File: src/inc/vpoh_consts.svh
/*
 register offsets, reset values and field positions of the transmit path overhead block.
 assumes a byte-wide register port with 16-bit addresses.
*/
`ifndef VPOH_CONSTS_SVH
`define VPOH_CONSTS_SVH
`define VPOH_OFS_CTRL1      16'h1982
`define VPOH_OFS_CTRL0      16'h1983
`define VPOH_OFS_TRACE      16'h1993
`define VPOH_OFS_PARMASK    16'h1997
`define VPOH_OFS_SIGLABEL   16'h199B
`define VPOH_OFS_PSTATUS    16'h199F
`define VPOH_OFS_USERCH     16'h19A3
`define VPOH_OFS_MFIND      16'h19A7
`define VPOH_OFS_Z3         16'h19AB
`define VPOH_OFS_Z4         16'h19AF
`define VPOH_OFS_Z5         16'h19B3
`define VPOH_OFS_TXCTRL     16'h19B7
`define VPOH_OFS_TRACECTRL  16'h19BB
`define VPOH_OFS_APTRH      16'h19BF
`define VPOH_OFS_APTRL      16'h19C3
`define VPOH_OFS_PTR1       16'h19C6
`define VPOH_OFS_PTR0       16'h19C7
`define VPOH_OFS_RDI2       16'h19C9
`define VPOH_OFS_RDI1       16'h19CA
`define VPOH_OFS_RDI0       16'h19CB
`define VPOH_OFS_SERCTRL    16'h19CF
`define VPOH_RST_ZERO       8'h00
`define VPOH_RST_APTRH      8'h94
`define VPOH_RST_APTRL      8'h00
`define VPOH_RST_PTR1       8'h02
`define VPOH_RST_PTR0       8'h0A
`define VPOH_RST_RDI2       8'h40
`define VPOH_RST_RDI1       8'hC0
`define VPOH_RST_RDI0       8'hA0
`define VPOH_CTRL1_MASK     8'h0F
`define VPOH_BIT_H4         0
`define VPOH_BIT_Z3         1
`define VPOH_BIT_Z4         2
`define VPOH_BIT_Z5         3
`endif

File: src/inc/vpoh_pkg.sv
/*
 types of the transmit path overhead block.
 assumes vpoh_consts.svh is on the include path.
*/
package vpoh_pkg;
	typedef enum logic [1:0] {
		VPOH_SEL_H4,
		VPOH_SEL_Z3,
		VPOH_SEL_Z4,
		VPOH_SEL_Z5
	} vpoh_sel_type;

	typedef struct packed {
		logic        wr;
		logic        rd;
		logic [15:0] addr;
		logic [7:0]  wdata;
	} vpoh_bus_req_type;

	typedef struct packed {
		logic       valid;
		logic [1:0] sel;
		logic [7:0] data;
	} vpoh_ohb_type;

	typedef struct packed {
		logic [7:0] ctrl1;
		logic [7:0] ctrl0;
		logic [7:0] trace;
		logic [7:0] parmask;
		logic [7:0] siglabel;
		logic [7:0] pstatus;
		logic [7:0] userch;
		logic [7:0] mfind;
		logic [7:0] z3;
		logic [7:0] z4;
		logic [7:0] z5;
		logic [7:0] txctrl;
		logic [7:0] tracectrl;
		logic [7:0] aptrh;
		logic [7:0] aptrl;
		logic [7:0] ptr1;
		logic [7:0] ptr0;
		logic [7:0] rdi2;
		logic [7:0] rdi1;
		logic [7:0] rdi0;
		logic [7:0] serctrl;
	} vpoh_regs_type;
endpackage

File: src/hw/vpoh_fifo.sv
/*
 small synchronous fifo with valid/ready on both sides.
 assumes one clock and a synchronous active-low reset.
*/
`timescale 1ns/1ns
module vpoh_fifo
	import vpoh_pkg::*;
#(
	parameter int WIDTH = 8,
	parameter int DEPTH = 16
) (
	// clock and reset
	input  wire logic             ref_clk,
	input  wire logic             reset_n,
	// fill side
	input  wire logic             in_valid,
	output logic                  in_ready,
	input  wire logic [WIDTH-1:0] in_data,
	// drain side
	output logic                  out_valid,
	input  wire logic             out_ready,
	output logic      [WIDTH-1:0] out_data
);
	localparam int AW = $clog2(DEPTH);
	// pointers wrap by overflow, so only powers of two are served
	if (DEPTH < 2 || (1 << AW) != DEPTH) begin : g_depth_bad
		$error("depth must be a power of two");
	end
	typedef struct packed {
		logic [AW:0] wp;
		logic [AW:0] rp;
	} vpoh_fifo_st_type;
	vpoh_fifo_st_type st, next_st;
	logic [WIDTH-1:0] mem [DEPTH];
	logic push, pop;
	always_comb begin
		in_ready  = (st.wp - st.rp) != (AW+1)'(DEPTH);
		out_valid = st.wp != st.rp;
		out_data  = mem[st.rp[AW-1:0]];
		push      = in_valid && in_ready;
		pop       = out_valid && out_ready;
		next_st   = st;
		if (push)
			next_st.wp = st.wp + 1'b1;
		if (pop)
			next_st.rp = st.rp + 1'b1;
	end
	always_ff @(posedge ref_clk) begin
		if (!reset_n)
			st <= '0;
		else
			st <= next_st;
		if (push)
			mem[st.wp[AW-1:0]] <= in_data;
	end
endmodule // vpoh_fifo

File: src/hw/vpoh_insert.sv
/*
 transmit path overhead insertion: register map and per-frame source choice for h4, z3, z4, z5.
 assumes a byte-wide register port, a frame start pulse and a byte slot request from the framer,
 and an external overhead source that pushes bytes into a fifo ahead of need.
*/
`timescale 1ns/1ns
`include "vpoh_consts.svh"
module vpoh_insert
	import vpoh_pkg::*;
#(
	parameter int FIFO_DEPTH = 16
) (
	// clock and reset
	input  wire logic       ref_clk,
	input  wire logic       reset_n,
	// register port
	input  wire logic       reg_wr,
	input  wire logic       reg_rd,
	input  wire logic [15:0] reg_addr,
	input  wire logic [7:0] reg_wdata,
	output logic      [7:0] reg_rdata,
	output logic            reg_rvalid,
	// mode
	input  wire logic       tug3_mode,
	// frame timing
	input  wire logic       frame_start,
	input  wire logic       slot_req,
	input  wire logic [1:0] slot_sel,
	// external overhead input
	input  wire logic       ext_path_overhead_valid,
	output logic            ext_path_overhead_ready,
	input  wire logic [7:0] ext_path_overhead_in,
	// overhead byte out
	output logic            ohb_valid,
	output logic      [1:0] ohb_sel,
	output logic      [7:0] ohb_data,
	output logic            ohb_underrun
);
	localparam int FW = $clog2(FIFO_DEPTH) + 1;
	// the fifo pointers wrap by overflow, so only powers of two work
	if (FIFO_DEPTH < 2 || (1 << $clog2(FIFO_DEPTH)) != FIFO_DEPTH) begin : g_depth_bad
		$error("fifo depth must be a power of two");
	end

	// ----------------------------------------
	// state
	// ----------------------------------------
	typedef struct packed {
		vpoh_regs_type regs;
		logic [3:0]    act_src;
		logic [31:0]   act_val;
		logic          active;
		logic          mode_q1;
		logic          mode_q2;
		logic          mode_q3;
		logic [7:0]    rdata;
		logic          rvalid;
		vpoh_ohb_type  ohb;
		logic          under;
		logic [FW-1:0] fill;
		logic          ext_rdy;
	} vpoh_st_type;
	vpoh_st_type st, next_st;

	logic       f_valid;
	logic       f_ready;
	logic [7:0] f_data;
	logic       f_push;

	// external bytes are buffered so a bursty source still meets each slot
	vpoh_fifo #(.WIDTH(8), .DEPTH(FIFO_DEPTH)) u_fifo (
		.ref_clk   (ref_clk),
		.reset_n   (reset_n),
		.in_valid  (f_push),
		.in_ready  (),
		.in_data   (ext_path_overhead_in),
		.out_valid (f_valid),
		.out_ready (f_ready),
		.out_data  (f_data)
	);

	// ----------------------------------------
	// register read decode
	// ----------------------------------------
	function automatic logic [7:0] read_reg(input vpoh_regs_type r, input logic [15:0] a);
		case (a)
			`VPOH_OFS_CTRL1:     read_reg = r.ctrl1;
			`VPOH_OFS_CTRL0:     read_reg = r.ctrl0;
			`VPOH_OFS_TRACE:     read_reg = r.trace;
			`VPOH_OFS_PARMASK:   read_reg = r.parmask;
			`VPOH_OFS_SIGLABEL:  read_reg = r.siglabel;
			`VPOH_OFS_PSTATUS:   read_reg = r.pstatus;
			`VPOH_OFS_USERCH:    read_reg = r.userch;
			`VPOH_OFS_MFIND:     read_reg = r.mfind;
			`VPOH_OFS_Z3:        read_reg = r.z3;
			`VPOH_OFS_Z4:        read_reg = r.z4;
			`VPOH_OFS_Z5:        read_reg = r.z5;
			`VPOH_OFS_TXCTRL:    read_reg = r.txctrl;
			`VPOH_OFS_TRACECTRL: read_reg = r.tracectrl;
			`VPOH_OFS_APTRH:     read_reg = r.aptrh;
			`VPOH_OFS_APTRL:     read_reg = r.aptrl;
			`VPOH_OFS_PTR1:      read_reg = r.ptr1;
			`VPOH_OFS_PTR0:      read_reg = r.ptr0;
			`VPOH_OFS_RDI2:      read_reg = r.rdi2;
			`VPOH_OFS_RDI1:      read_reg = r.rdi1;
			`VPOH_OFS_RDI0:      read_reg = r.rdi0;
			`VPOH_OFS_SERCTRL:   read_reg = r.serctrl;
			default:             read_reg = 8'h00;
		endcase
	endfunction

	// ----------------------------------------
	// next state
	// ----------------------------------------
	logic       use_ext;
	logic [7:0] reg_byte;
	always_comb begin
		next_st = st;
		f_ready = 1'b0;
		f_push  = ext_path_overhead_valid && st.ext_rdy;
		use_ext = 1'b0;
		reg_byte = 8'h00;

		// mode strap from another domain: three stages, second and third must agree
		next_st.mode_q1 = tug3_mode;
		next_st.mode_q2 = st.mode_q1;
		next_st.mode_q3 = st.mode_q2;
		if (st.mode_q2 == st.mode_q3)
			next_st.active = st.mode_q3;

		// register writes; reserved addresses fall through untouched
		if (reg_wr) begin
			case (reg_addr)
				`VPOH_OFS_CTRL1:     next_st.regs.ctrl1     = reg_wdata & `VPOH_CTRL1_MASK;
				`VPOH_OFS_CTRL0:     next_st.regs.ctrl0     = reg_wdata & 8'hFD;
				`VPOH_OFS_TRACE:     next_st.regs.trace     = reg_wdata;
				`VPOH_OFS_PARMASK:   next_st.regs.parmask   = reg_wdata;
				`VPOH_OFS_SIGLABEL:  next_st.regs.siglabel  = reg_wdata;
				`VPOH_OFS_PSTATUS:   next_st.regs.pstatus   = reg_wdata;
				`VPOH_OFS_USERCH:    next_st.regs.userch    = reg_wdata;
				`VPOH_OFS_MFIND:     next_st.regs.mfind     = reg_wdata;
				`VPOH_OFS_Z3:        next_st.regs.z3        = reg_wdata;
				`VPOH_OFS_Z4:        next_st.regs.z4        = reg_wdata;
				`VPOH_OFS_Z5:        next_st.regs.z5        = reg_wdata;
				`VPOH_OFS_TXCTRL:    next_st.regs.txctrl    = reg_wdata;
				`VPOH_OFS_TRACECTRL: next_st.regs.tracectrl = reg_wdata;
				`VPOH_OFS_APTRH:     next_st.regs.aptrh     = reg_wdata;
				`VPOH_OFS_APTRL:     next_st.regs.aptrl     = reg_wdata;
				`VPOH_OFS_PTR1:      next_st.regs.ptr1      = reg_wdata;
				`VPOH_OFS_PTR0:      next_st.regs.ptr0      = reg_wdata;
				`VPOH_OFS_RDI2:      next_st.regs.rdi2      = reg_wdata;
				`VPOH_OFS_RDI1:      next_st.regs.rdi1      = reg_wdata;
				`VPOH_OFS_RDI0:      next_st.regs.rdi0      = reg_wdata;
				`VPOH_OFS_SERCTRL:   next_st.regs.serctrl   = reg_wdata;
				default:             next_st.regs           = st.regs;
			endcase
		end

		// read answers one cycle after the strobe
		next_st.rvalid = reg_rd;
		next_st.rdata  = reg_rd ? read_reg(st.regs, reg_addr) : 8'h00;

		// shadow copies load only on a frame boundary, so a byte is never half new
		if (frame_start) begin
			next_st.act_src = st.regs.ctrl1[3:0];
			next_st.act_val = {st.regs.z5, st.regs.z4, st.regs.z3, st.regs.mfind};
		end

		// slot service
		next_st.ohb.valid = 1'b0;
		next_st.ohb.sel   = st.ohb.sel;
		next_st.ohb.data  = st.ohb.data;
		next_st.under     = 1'b0;
		if (st.active && slot_req) begin
			use_ext = st.act_src[slot_sel];
			case (slot_sel)
				2'h0:    reg_byte = st.act_val[7:0];
				2'h1:    reg_byte = st.act_val[15:8];
				2'h2:    reg_byte = st.act_val[23:16];
				2'h3:    reg_byte = st.act_val[31:24];
				default: reg_byte = 8'h00;
			endcase
			next_st.ohb.valid = 1'b1;
			next_st.ohb.sel   = slot_sel;
			if (use_ext) begin
				f_ready          = 1'b1;
				next_st.ohb.data = f_valid ? f_data : 8'h00;
				next_st.under    = !f_valid;
			end else begin
				next_st.ohb.data = reg_byte;
			end
		end
		// own fill count, so ready is exact in the very cycle the source sees it
		next_st.fill    = st.fill + FW'(f_push) - FW'(f_ready && f_valid);
		next_st.ext_rdy = next_st.fill < FW'(FIFO_DEPTH);
	end

	// ----------------------------------------
	// registers
	// ----------------------------------------
	always_ff @(posedge ref_clk) begin
		if (!reset_n) begin
			st                <= '0;
			st.regs.aptrh     <= `VPOH_RST_APTRH;
			st.regs.aptrl     <= `VPOH_RST_APTRL;
			st.regs.ptr1      <= `VPOH_RST_PTR1;
			st.regs.ptr0      <= `VPOH_RST_PTR0;
			st.regs.rdi2      <= `VPOH_RST_RDI2;
			st.regs.rdi1      <= `VPOH_RST_RDI1;
			st.regs.rdi0      <= `VPOH_RST_RDI0;
		end else begin
			st <= next_st;
		end
	end

	// all outputs straight from the state register
	always_comb begin
		reg_rdata               = st.rdata;
		reg_rvalid              = st.rvalid;
		ohb_valid               = st.ohb.valid;
		ohb_sel                 = st.ohb.sel;
		ohb_data                = st.ohb.data;
		ohb_underrun            = st.under;
		ext_path_overhead_ready = st.ext_rdy;
	end
endmodule // vpoh_insert

File: config.mk
export PLATFORM = sky130hd
export DESIGN_NAME = vpoh_insert
export DESIGN_NICKNAME = d
export VERILOG_FILES = /design/src/inc/vpoh_pkg.sv /design/src/hw/vpoh_fifo.sv /design/src/hw/vpoh_insert.sv
export VERILOG_INCLUDE_DIRS = /design/src /design/src/inc
export SDC_FILE = /design/constraint.sdc
export NUM_CORES = 1
export LEC_CHECK = 0
export BUFFER_PORTS_ARGS = -buffer_cell sky130_fd_sc_hd__buf_2
export CAP_MARGIN = 40
export CORE_ASPECT_RATIO = 0.8
export CORE_UTILIZATION = 55
export CTS_CLUSTER_SIZE = 20
export DETAILED_ROUTE_END_ITERATION = 7
export PLACE_DENSITY = 0.78
export SKIP_LAST_GASP = 1
export SYNTH_ARGS = -nofsm -noshare
export SYNTH_HDL_FRONTEND = slang
export SYNTH_HIERARCHICAL = 1
export SYNTH_SLANG_ARGS = --single-unit
File: constraint.sdc
create_clock -name ref_clk -period 5.1 [get_ports ref_clk]
set_clock_uncertainty 0.05 [all_clocks]
set_input_delay 0.255 -clock ref_clk [delete_from_list [all_inputs] [get_ports ref_clk]]
set_output_delay 0.255 -clock ref_clk [all_outputs]
set_load 0.03 [all_outputs]
==> out/qor.yml <==
global_route:
  antenna_found_initial: 0
  grt_max_degree: 116
  grt_usage: 0.290
  grt_pass1_vias: 11100
  gr-total-overflow: 0
  grt_pass1_wl_um: 64500
worst_setup_path:
  r2r_cells: 14
  worstPathRequired_ps: 5450
  crit_path_end_kind: "flip-flop"
  r2r_start: "u_fifo/st[7]"
  r2r_slack_ps: 1750
  crit_arrival_ps: 3700
  r2r_end: "st[5]"
  start_kind: "flip-flop"
  critPathKind: "reg -> reg"
  cp_max_fo: 9
logic_synthesis:
  synth_edf_count: 128
  synth_seq_area_share: 0.554
  ys_seq_elements: 372
  synthTopCellsByCount: "312 x nand2_1, 244 x dfxtp_1, 145 x a21oi_1"
  synthDistinctLibCells: 65
  yosysWarnings: 6
  synthTopCellsByArea: "dfxtp_1 31%, edfxtp_1 24%, nand2_1 7.4%"
  async_flop_share: 0
  synth_top_area_frac: 0.310
  avgSynthCellArea_um2: 10.8
  yosys.area.top_type: "dfxtp_1"
  synth_flop_cell: "dfxtp_1"
  netlist_area_um2: 15700
  syn_nets: 1518
  synthCells: 1461
  synth.most_common_cell: "nand2_1"
sta:
  relSlewSlack: 0.308
  holdWs_ps: 63.5
  fmax_ghz: 0.299
  worst_pin_slew_ps: 1030
  min_period_ps: 3350
  hold_viol: 0
  finalSetupViolCount: 0
  setup_tns_ps: 0
  min_period_over_period: 0.656
  drv_slew: 0
  rsz0062_at_grt: "no"
  worst_slack_ps: 1750
placed_design:
  routabilityCongestion: 1.04
  place_hpwl_um: 28700
  place.port_buffers: 63
  placed_cells: 1792
  pre_cts_slack_ps: 1660
cells_and_area:
  antenna_cells: 0
  area_growth_pct: 10.2
  layout.nets: 1522
  drive_gt1_frac: 0.147
  layout.cells.non_filler: 1859
route:
  routedWlPerCell_um: 22.8
  drc: 1
  antenna_left: 0
  first_pass_iters: 8
  via_count: 11700
  via_per_inst: 6.31
  detail_route.iter0.violations: 1757
  drt-total-wl_um: 42400
clock_tree:
  clkSinkCount: 372
  postCtsSetupRepairBufs: 0
  htreeDepth: 2
  cts-buffers-inserted: 37
  clk_pin_slew_ps: 60
  clock_tree.buffer_depth: 3
  clk_latency_ps: 530
  cts_resized: 0
  cts_tree: "built"
  ctsRootBufferMaster: "clkbuf_16"
power:
  p_leak_nw: 5.98
  powerDensity_nw_per_um2: 354
  vdd_drop_max_mv: 0.389
  finalPower_mw: 6.14
worst_hold_path:
  min_path_type: "in -> reg"
  min_path_cells: 1
  hp-start: "ext_path_overhead_in[0]"
  hold_path_end: "u_fifo/mem[6][0]"
status:
  violations: "design-rule violations"
  outcome: "finished, violations left"
floorplanning:
  start_util: 0.558
  dieArea_um2: 29300
  placementRows: 55
  die_x_um: 191
  ios: 64
  core_um2: 28200
  die_y_um: 153
run:
  drv_cap: 0
[flip-flops by register name (all words and copies together) (netlist names), named ones only]
signal / cells
st: 206
u_fifo/mem: 128
u_fifo/st: 10
ohb_data: 8
reg_rdata: 8
next_st: 2
ohb_sel: 2
ext_path_overhead_ready: 1
ohb_underrun: 1
ohb_valid: 1
reg_rvalid: 1
[layout by cell type (no fill, tap or decap), types with 7 or more instances in the layout]
master     instances
nand2_1          312
dfxtp_1          243
a21oi_1          145
edfxtp_1         128
nor2_1            69
buf_2             63
mux2i_1           54
mux4_2            49
nand3_1           47
clkbuf_16         38
inv_1             27
and3_1            25
a221oi_1          22
and2_1            20
a22o_1            20
a22oi_1           20
ha_1              14
buf_4             13
a222oi_1          12
clkbuf_1          10
nor3_1             9
nor4_2             8
nor4_1             8
o22ai_1            8
nor4_4             7
nor3_2             7
a21oi_2            7
xnor2_1            7
[metal layers]
layer	wire length (µm)	part of all wire	vias to the layer above	GRT usage
met5	0	0	-	0
met4	894	0.021	0	0.0733
met3	5360	0.13	77	0.0719
met2	17900	0.42	665	0.406
met1	18300	0.43	5724	0.445
li1	-	-	5267	-
[kinds of logic after synthesis]
logic type,after synthesis,share of synthesized area
xor gates and xnor gates,10,0.00556
and+or+nand+nor,555,0.174
adders and majority gates,15,0.0124
DFF,372,0.554
muxes,103,0.104
AOI/OAI and AO/OA,259,0.105
buffers and inverters,147,0.0440
[through the flow]
step | util | instance area (µm²)
detailed placement | 0.571 | 16100
finish | 0.615 | 17300
CTS | 0.614 | 17300
floorplan | - | 15700
global route | 0.615 | 17300
global placement | 0.569 | 16000
[how the worst max path moves through the flow]
stage                 start    end  slack [ps]
4_1_cts        u_fifo/st[7]  st[5]        1780
5_1_grt        u_fifo/st[7]  st[5]        1510
6_report       u_fifo/st[7]  st[5]        1750
3_3_place_gp    slot_sel[0]  st[5]        1730
3_5_place_dp    slot_sel[0]  st[5]        1660
2_1_floorplan   slot_sel[0]  st[5]        1900
[cell type report]
| cell class | instances | area, µm² |
|---|---|---|
| Timing Repair Buffer | 83 | 517 |
| Clock buffer | 53 | 1060 |
| Tap cell | 370 | 463 |
| Fill cell | 2198 | 10900 |
| Inverter | 29 | 114 |
| Sequential cell | 372 | 8730 |
| Clock inverter | 10 | 134 |
| Multi-Input combinational cell | 942 | 6330 |
[worst max-delay path: stages (launching register included)]
cell and delay (ps):
dfxtp_1 480, ha_1 340, and4_2 240, nand2_1 90, and2_1 430, ha_1 330, inv_1 60, ha_1 150
inv_1 60, fa_1 400, nor2b_1 160, o21a_1 120, nor2_1 40, xnor2_1 120, and2_1 160
[where the power goes]
group	total (mW)	switching, mW	internal, mW
Clock	2.69	1.10	1.59
Combinational	0.332	0.221	0.111
Sequential	3.12	0.0161	3.10
[repair_timing]
action	CTS	global route
hold buffers	3	0
endpoints found under the hold margin	4	0
endpoints found under the setup margin	0	0
(Power assumes the default switching activity.)
